**config.mk**
```make
export PLATFORM = sky130hd
export DESIGN_NAME = diag_status_flag_bank
export DESIGN_NICKNAME = d
export VERILOG_FILES = /design/src/diag_status_pkg.sv /design/src/diag_status_flag_bank.sv
export SDC_FILE = /design/constraint.sdc
export NUM_CORES = 1
export LEC_CHECK = 0
export CAP_MARGIN = 15
export CORE_MARGIN = 10
export CORE_UTILIZATION = 65
export CTS_CLUSTER_DIAMETER = 80
export DETAILED_ROUTE_END_ITERATION = 6
export DONT_BUFFER_PORTS = 1
export PLACE_DENSITY = 0.79
export REMOVE_ABC_BUFFERS = 1
export SLEW_MARGIN = 10
export SYNTH_ARGS = -nofsm -noshare
export SYNTH_HDL_FRONTEND = slang
export SYNTH_SLANG_ARGS = --single-unit
```
**constraint.sdc**
```tcl
create_clock -name clock -period 5.6 [get_ports clock]
set_clock_uncertainty 0.1 [all_clocks]
set_input_delay 1.12 -clock clock [delete_from_list [all_inputs] [get_ports clock]]
set_output_delay 1.12 -clock clock [all_outputs]
set_load 0.005 [all_outputs]
```
**src/diag_status_pkg.sv**
```systemverilog
// ----------------------------------------------------------------------------
// Behaviour
// Booster fail flag, power rail bit 1, sets on boost under/overvoltage or ground loss.
// Booster fail clears only when sent and neither under- nor overvoltage remains.
// Power rail bit 0 follows the present high-side open-load condition, unlatched.
// System status bit 7 sets when the last reset came from the watchdog.
// System status bit 6 sets when the last reset was a power-on reset.
// Watchdog, power-on, switcher clock and clock count flags clear once sent.
// System status bit 5 sets whenever the device entered test mode.
// Test-mode flag clears only after being sent and test mode has been left.
// System status bit 4 sets when the switcher clock is too low.
// Three-bit error counter is reset only by power-on reset, never by reading.
// Serial status bit 2 sets when a frame's serial clock count differs from 16.
// Serial status bit 1 sets when the command identifier lies in a reserved range.
// Serial status bit 0 sets when the received command fails its parity check.
// Reserved and parity flags never set on a wrong-count frame; both clear once sent.
// Writes to these status registers are ignored; no bit changes by a write.
// A flag counts as sent only within a complete, valid 16-clock frame.
// ----------------------------------------------------------------------------
package diag_status_pkg;

    // ------------------------------------------------------------------------
    // Register offsets
    // ------------------------------------------------------------------------
    localparam logic [7:0] POWER_RAIL_OFS    = 8'h21;
    localparam logic [7:0] SYSTEM_STATUS_OFS = 8'h22;
    localparam logic [7:0] SERIAL_LINK_OFS   = 8'h23;

    // ------------------------------------------------------------------------
    // Field positions
    // ------------------------------------------------------------------------
    localparam int BOOST_FAIL_BIT = 1;
    localparam int OPEN_LOAD_BIT  = 0;
    localparam int WDOG_BIT       = 7;
    localparam int POR_BIT        = 6;
    localparam int TEST_BIT       = 5;
    localparam int SWCLK_BIT      = 4;
    localparam int ERR_CNT_LSB    = 1;
    localparam int SCK_FAIL_BIT   = 2;
    localparam int RSVD_CMD_BIT   = 1;
    localparam int PARITY_BIT     = 0;

    // ------------------------------------------------------------------------
    // Reset values and timing counts
    // ------------------------------------------------------------------------
    localparam logic [7:0] POWER_RAIL_RST    = 8'h00;
    localparam logic [7:0] SYSTEM_STATUS_RST = 8'h02;
    localparam logic [7:0] SERIAL_LINK_RST   = 8'h00;
    localparam logic [2:0] ERR_CNT_RST       = 3'h1;
    localparam logic [4:0] FRAME_SCK_COUNT   = 5'h10;

    // ------------------------------------------------------------------------
    // Carriers
    // ------------------------------------------------------------------------
    typedef struct packed {
        logic boost_uv;
        logic boost_ov;
        logic boost_gnd_loss;
        logic open_load;
    } rail_cond_t;

    typedef struct packed {
        logic watchdog_reset;
        logic power_on_reset;
        logic test_mode;
        logic switcher_clock_low;
        logic error_event;
    } sys_event_t;

    typedef struct packed {
        logic reserved_id;
        logic parity_bad;
    } cmd_check_t;

    typedef enum logic [2:0] {
        SEL_POWER  = 3'b001,
        SEL_SYSTEM = 3'b010,
        SEL_SERIAL = 3'b100
    } reg_sel_t;

endpackage

```
**src/diag_status_flag_bank.sv**
```systemverilog
`timescale 1ns/1ps
module diag_status_flag_bank
    import diag_status_pkg::*;
(
    input  wire logic       clock,
    input  wire logic       nrst,
    input  wire rail_cond_t rail_cond,
    input  wire sys_event_t sys_event,
    input  wire logic       chip_select_low,
    input  wire logic       serial_clock,
    input  wire cmd_check_t cmd_check,
    input  wire logic       rd_req,
    input  wire logic [7:0] rd_addr,
    output logic      [7:0] rd_data,
    output logic            rd_valid,
    output logic            frame_accept,
    output logic            frame_reject
);

    // ------------------------------------------------------------------------
    // Pin synchronisers
    // ------------------------------------------------------------------------
    rail_cond_t rail_s1_r;
    rail_cond_t rail_s2_r;
    logic       cs_s1_r;
    logic       cs_s2_r;
    logic       cs_d_r;
    logic       sck_s1_r;
    logic       sck_s2_r;
    logic       sck_d_r;

    always_ff @(posedge clock or negedge nrst) begin
        if (!nrst) begin
            rail_s1_r <= '0;
            rail_s2_r <= '0;
            cs_s1_r   <= 1'b1;
            cs_s2_r   <= 1'b1;
            cs_d_r    <= 1'b1;
            sck_s1_r  <= 1'b0;
            sck_s2_r  <= 1'b0;
            sck_d_r   <= 1'b0;
        end else begin
            rail_s1_r <= rail_cond;
            rail_s2_r <= rail_s1_r;
            cs_s1_r   <= chip_select_low;
            cs_s2_r   <= cs_s1_r;
            cs_d_r    <= cs_s2_r;
            sck_s1_r  <= serial_clock;
            sck_s2_r  <= sck_s1_r;
            sck_d_r   <= sck_s2_r;
        end
    end

    // ------------------------------------------------------------------------
    // Frame clock count
    // ------------------------------------------------------------------------
    // The serial clock is sampled, so it must stay well below a quarter of clock.
    logic       frame_start;
    logic       frame_end;
    logic       sck_rise;
    logic       frame_good;
    logic       frame_bad;
    logic [4:0] sck_cnt_r;

    assign frame_start = cs_d_r & ~cs_s2_r;
    assign frame_end   = ~cs_d_r & cs_s2_r;
    assign sck_rise    = ~sck_d_r & sck_s2_r & ~cs_s2_r;
    assign frame_good  = frame_end & (sck_cnt_r == FRAME_SCK_COUNT);
    assign frame_bad   = frame_end & (sck_cnt_r != FRAME_SCK_COUNT);

    always_ff @(posedge clock or negedge nrst) begin
        if (!nrst) begin
            sck_cnt_r <= '0;
        end else if (frame_start) begin
            sck_cnt_r <= '0;
        end else if (sck_rise && sck_cnt_r != 5'h1f) begin
            sck_cnt_r <= sck_cnt_r + 5'h01;
        end
    end

    // ------------------------------------------------------------------------
    // Transmit tracking
    // ------------------------------------------------------------------------
    // Only bits captured into the shifted word are cleared, so an event that
    // arrives after the capture survives until the next read.
    reg_sel_t   tx_sel_r;
    logic [7:0] tx_mask_r;
    logic       tx_busy_r;
    logic [7:0] clr_power;
    logic [7:0] clr_system;
    logic [7:0] clr_serial;
    logic [7:0] read_value;
    reg_sel_t   read_sel;

    assign clr_power  = (frame_good && tx_busy_r && tx_sel_r == SEL_POWER)  ? tx_mask_r : 8'h00;
    assign clr_system = (frame_good && tx_busy_r && tx_sel_r == SEL_SYSTEM) ? tx_mask_r : 8'h00;
    assign clr_serial = (frame_good && tx_busy_r && tx_sel_r == SEL_SERIAL) ? tx_mask_r : 8'h00;

    always_ff @(posedge clock or negedge nrst) begin
        if (!nrst) begin
            tx_sel_r  <= SEL_POWER;
            tx_mask_r <= 8'h00;
            tx_busy_r <= 1'b0;
        end else if (rd_req) begin
            tx_sel_r  <= read_sel;
            tx_mask_r <= read_value;
            tx_busy_r <= 1'b1;
        end else if (frame_end) begin
            tx_mask_r <= 8'h00;
            tx_busy_r <= 1'b0;
        end
    end

    // ------------------------------------------------------------------------
    // Power rail flags
    // ------------------------------------------------------------------------
    logic boost_fail_r;
    logic boost_set;
    logic boost_clr;
    logic open_load_r;

    assign boost_set = rail_s2_r.boost_uv | rail_s2_r.boost_ov | rail_s2_r.boost_gnd_loss;
    assign boost_clr = clr_power[BOOST_FAIL_BIT] & ~rail_s2_r.boost_uv & ~rail_s2_r.boost_ov;

    always_ff @(posedge clock or negedge nrst) begin
        if (!nrst) begin
            boost_fail_r <= POWER_RAIL_RST[BOOST_FAIL_BIT];
            open_load_r  <= POWER_RAIL_RST[OPEN_LOAD_BIT];
        end else begin
            boost_fail_r <= boost_set | (boost_fail_r & ~boost_clr);
            open_load_r  <= rail_s2_r.open_load;
        end
    end

    // ------------------------------------------------------------------------
    // System status flags
    // ------------------------------------------------------------------------
    logic       wdog_r;
    logic       por_r;
    logic       test_r;
    logic       swclk_r;
    logic [2:0] err_cnt_r;

    always_ff @(posedge clock or negedge nrst) begin
        if (!nrst) begin
            wdog_r  <= SYSTEM_STATUS_RST[WDOG_BIT];
            por_r   <= SYSTEM_STATUS_RST[POR_BIT];
            test_r  <= SYSTEM_STATUS_RST[TEST_BIT];
            swclk_r <= SYSTEM_STATUS_RST[SWCLK_BIT];
        end else begin
            wdog_r  <= sys_event.watchdog_reset | (wdog_r & ~clr_system[WDOG_BIT]);
            por_r   <= sys_event.power_on_reset | (por_r & ~clr_system[POR_BIT]);
            test_r  <= sys_event.test_mode | (test_r & ~clr_system[TEST_BIT]);
            swclk_r <= sys_event.switcher_clock_low | (swclk_r & ~clr_system[SWCLK_BIT]);
        end
    end

    // Counter saturates so a burst of errors cannot wrap back to a small value.
    always_ff @(posedge clock or negedge nrst) begin
        if (!nrst) begin
            err_cnt_r <= ERR_CNT_RST;
        end else if (sys_event.error_event && err_cnt_r != 3'h7) begin
            err_cnt_r <= err_cnt_r + 3'h1;
        end
    end

    // ------------------------------------------------------------------------
    // Serial link flags
    // ------------------------------------------------------------------------
    logic sck_fail_r;
    logic rsvd_cmd_r;
    logic parity_r;

    always_ff @(posedge clock or negedge nrst) begin
        if (!nrst) begin
            sck_fail_r <= SERIAL_LINK_RST[SCK_FAIL_BIT];
            rsvd_cmd_r <= SERIAL_LINK_RST[RSVD_CMD_BIT];
            parity_r   <= SERIAL_LINK_RST[PARITY_BIT];
        end else begin
            sck_fail_r <= frame_bad | (sck_fail_r & ~clr_serial[SCK_FAIL_BIT]);
            rsvd_cmd_r <= (frame_good & cmd_check.reserved_id)
                          | (rsvd_cmd_r & ~clr_serial[RSVD_CMD_BIT]);
            parity_r   <= (frame_good & cmd_check.parity_bad)
                          | (parity_r & ~clr_serial[PARITY_BIT]);
        end
    end

    // ------------------------------------------------------------------------
    // Read path
    // ------------------------------------------------------------------------
    // There is no write path at all: write frames never reach these flags. R15
    always_comb begin
        read_value = 8'h00;
        read_sel   = SEL_POWER;
        unique case (rd_addr)
            POWER_RAIL_OFS: begin
                read_value[BOOST_FAIL_BIT] = boost_fail_r;
                read_value[OPEN_LOAD_BIT]  = open_load_r;
            end
            SYSTEM_STATUS_OFS: begin
                read_sel                              = SEL_SYSTEM;
                read_value[WDOG_BIT]                  = wdog_r;
                read_value[POR_BIT]                   = por_r;
                read_value[TEST_BIT]                  = test_r;
                read_value[SWCLK_BIT]                 = swclk_r;
                read_value[ERR_CNT_LSB+2:ERR_CNT_LSB] = err_cnt_r;
            end
            SERIAL_LINK_OFS: begin
                read_sel                 = SEL_SERIAL;
                read_value[SCK_FAIL_BIT] = sck_fail_r;
                read_value[RSVD_CMD_BIT] = rsvd_cmd_r;
                read_value[PARITY_BIT]   = parity_r;
            end
            default: begin
                read_value = 8'h00;
                read_sel   = SEL_POWER;
            end
        endcase
    end

    // Error counter bits do enter the clear mask, but err_cnt_r never uses it.
    logic [7:0] rd_data_r;
    logic       rd_valid_r;
    logic       frame_accept_r;
    logic       frame_reject_r;

    always_ff @(posedge clock or negedge nrst) begin
        if (!nrst) begin
            rd_data_r      <= 8'h00;
            rd_valid_r     <= 1'b0;
            frame_accept_r <= 1'b0;
            frame_reject_r <= 1'b0;
        end else begin
            rd_valid_r     <= rd_req;
            frame_accept_r <= frame_good;
            frame_reject_r <= frame_bad;
            if (rd_req) begin
                rd_data_r <= read_value;
            end
        end
    end

    assign rd_data      = rd_data_r;
    assign rd_valid     = rd_valid_r;
    assign frame_accept = frame_accept_r;
    assign frame_reject = frame_reject_r;
endmodule

```
==> metrics.md <==
| Metric | Value |
|---|---|
| Via count | `1189` |
| Most Frequent Cell on Critical Path | `ha_1` |
| Initial core utilization | `66.90%` |
| Largest net degree at the start of global routing | `54` |
| Placer Congestion | `0.8415` |
| CTS buffer count | `5` |
| Max_slew headroom | `61.92%` |
| Post-cts resize count | `0` |
| Clk root buf | `clkbuf_4` |
| Crit-path cells | `ha_1, and3_1, ha_1, or4b_1, or3_1, a21oi_1` |
| Yosys reg bits | `53` |
| Hold Violations, Final | `0` |
| Final Cell Area | `2118 um^2` |
| Outcome | `finished clean` |
| Compound-Gate Fraction of Synth Area | `12.23%` |
| Worst vdd ir | `0.2144 mV` |
| Static Leak | `0.0009457 uW` |
| Die area | `5749 um^2` |
| Antenna diodes | `0` |
| Crit start category | `register` |
| Placed inst area | `2063 um^2` |
| Mux cell area share after synthesis | `3.212%` |
| Finished Core Util | `69.96%` |
| I/O Buffers | `0` |
| Ys async rst share | `100.0%` |
| Core area | `3028 um^2` |
| Filler cells | `209` |
| CTS tree | `done` |
| Htree depth | `2` |
| Post-Synth XOR/XNOR Area | `0.4324%` |
| Remaining DRCs | `0` |
| Max-slew violations | `0` |
| Post-CTS repair timing setup buffer count | `0` |
| TritonRoute pass-1 iters | `4` |
| Post-Layout Cell Count | `199` |
| Synth Area in Adders | `3.088%` |
| Clk_lat worst skew | `360 ps` |
| CP peak stage delay | `580 ps` |
| Synth Flop Type | `dfrtp_1` |
| Mapped Cells | `152` |
| Cts hold-fix bufs | `0` |
| Layout cell share with drive strength beyond 1 | `13.55%` |
| Fin Setup TNS | `0 ps` |
| # rows | `20` |
| IO Pins | `35` |
| Synth area leader | `dfrtp_1` |
| Leading cell type in the layout, fill and taps excluded | `dfrtp_1` |
| Number of global-route vias before repair | `1231` |
| Drt wl/cell | `18.05 um` |
| Global Route Usage Sum | `13.75%` |
| Max stage delay cell, worst path | `or4b_1` |
| WP data arrival | `2490 ps` |
| Synth top area cells | `dfrtp_1 (59%), dfstp_2 (6.5%), a22o_1 (3.9%)` |
| Grt total ovfl | `0` |
| CTS Sinks | `53` |
| Post-synth EDFFs | `0` |
| Final HPWL DP | `2.698 mm` |
| Post-Syn Area | `2026 um^2` |
| Maxcap violations | `0` |
| Drt total wl | `3.592 mm` |
| Synth top area share | `59.30%` |
| Die span in x | `75.83 um` |
| Global-route wire length before repair | `5.871 mm` |
| RSZ-0062 raised after global routing | `no` |
| Sequential area share after synthesis | `65.78%` |
| Synth cell types | `34` |
| Setup-failing EPs final | `0` |
| Final ANT Viol Nets | `0` |
| Commonest cells after routing, fill and taps aside | `dfrtp_1 (48), nand2_1 (11), a22o_1 (9)` |
| Max clock buf depth | `2` |
| Setup CP Type | `register to register` |
| Final nets | `183` |
| Cell Pwr Density | `301.3 nW/um^2` |
| Crit share post-route | `40.88%` |
| Fmax | `436.8 MHz` |
| Combinational family with the most area after synthesis | `simple AND/OR/NAND/NOR gates` |
| Syn_area_per_cell | `13.33 um^2` |
| Syn. warnings | `0` |
| Hold WC Path Type | `register to register` |
| 1st-iter DRT viols | `105` |
| Worst EP required | `5810 ps` |
| Setup crit end kind | `register` |
| CTS clock-pin slew for the worst setup and hold paths | `150 ps` |
| Dpl cells | `191` |
| Synth Area in Simple Gates | `12.72%` |
| Area Growth Syn to Fin | `4.571%` |
| Minimum clock period | `2289 ps` |
| CP Max Fanout | `7` |
| Vias/cell | `5.975` |
| Die Y | `75.83 um` |
| Initial antenna violation count | `0` |
| Tightest Pin Transition | `563.2 ps` |
final timing paths:
kind                         startpoint           end  slack (ps)  cells past startpoint
hold / removal                  cs_s1_r       cs_s2_r         270                      0
hold reg to reg                 cs_s1_r       cs_s2_r         270                      0
min in group asynchronous          nrst    rd_data[0]         320                      0
setup reg to reg           sck_cnt_r[0]  sck_cnt_r[3]        3310                      6
max in group asynchronous          nrst  err_cnt_r[0]        4890                      0
setup / recovery           sck_cnt_r[0]  sck_cnt_r[3]        3310                      6
worst max-delay path: cells and delay by family, from the launching register on:
kind                       cells  cell delay [ps]
AOI/OAI and AO/OA              1              130
adders and majority gates      2              410
and+or+nand+nor                3             1140
DFF                            1              450
kinds of logic after synthesis:
| logic type | after synthesis |
|---|---|
| AND/OR/NAND/NOR | 42 |
| flip-flops | 53 |
| AO/OA/AOI/OAI | 32 |
| buffers and inverters | 13 |
| XOR/XNOR | 1 |
| multiplexers | 6 |
| adder cells (fa/ha/maj) | 5 |
final cells by class:
class	count	area, um^2	share of cell area [%]
Sequential cell	53	1333	62.91
Multi-Input combinational cell	86	641.9	30.30
Tap cell	44	55.05	2.599
Clock buffer	5	37.54	1.772
Inverter	7	26.28	1.240
Clock inverter	3	17.52	0.8269
Timing Repair Buffer	1	7.507	0.3544
sequential cells by signal, summed over array words and instances, names as in the netlist, 3 cells and up:
signal     count
sck_cnt_r      5
rail_s1_r      4
err_cnt_r      3
rd_data        8
rail_s2_r      4
tx_sel_r       3
tx_mask_r      7
through the flow:
| step | total power (uW) | setup slack [ps] | hold slack (ps) |
|---|---|---|---|
| final | 638.1 | 3311 | 265.8 |
| after global routing | 670.6 | 3212 | 273.9 |
| after CTS | 644.6 | 3315 | 267.0 |
| after detailed placement | 484.1 | 3100 | 238.1 |
| after global placement | 473.8 | 3153 | 231.9 |
| after floorplan | 463.8 | 3267 | 231.2 |
cell usage after synthesis (3+ instances only):
| cell type | number |
|---|---|
| a21oi_1 | 5 |
| nand3_1 | 4 |
| nand4_1 | 6 |
| o21ai_0 | 3 |
| inv_1 | 7 |
| nor2b_1 | 3 |
| a22o_1 | 9 |
| a21o_1 | 5 |
| o2bb2ai_1 | 5 |
| ha_1 | 5 |
| dfstp_2 | 5 |
| dfrtp_1 | 48 |
| mux2_2 | 4 |
| clkbuf_1 | 4 |
| nand2_1 | 11 |
metal layers:
metal  vias up  track usage, %  routed length (um)
met4         0           4.948                  45
met2        35           23.49                1865
met3         6           3.776                 204
met5         -               0                   0
met1       597           16.19                1476
li1        551               -                   -
power by group:
part	internal [uW]	leakage, uW	switching, uW
sequential	407	0.000651	18.6
combinational	26.3	0.000264	24.3
clock	47.6	0.0000310	114
(Power assumes the default switching activity.)
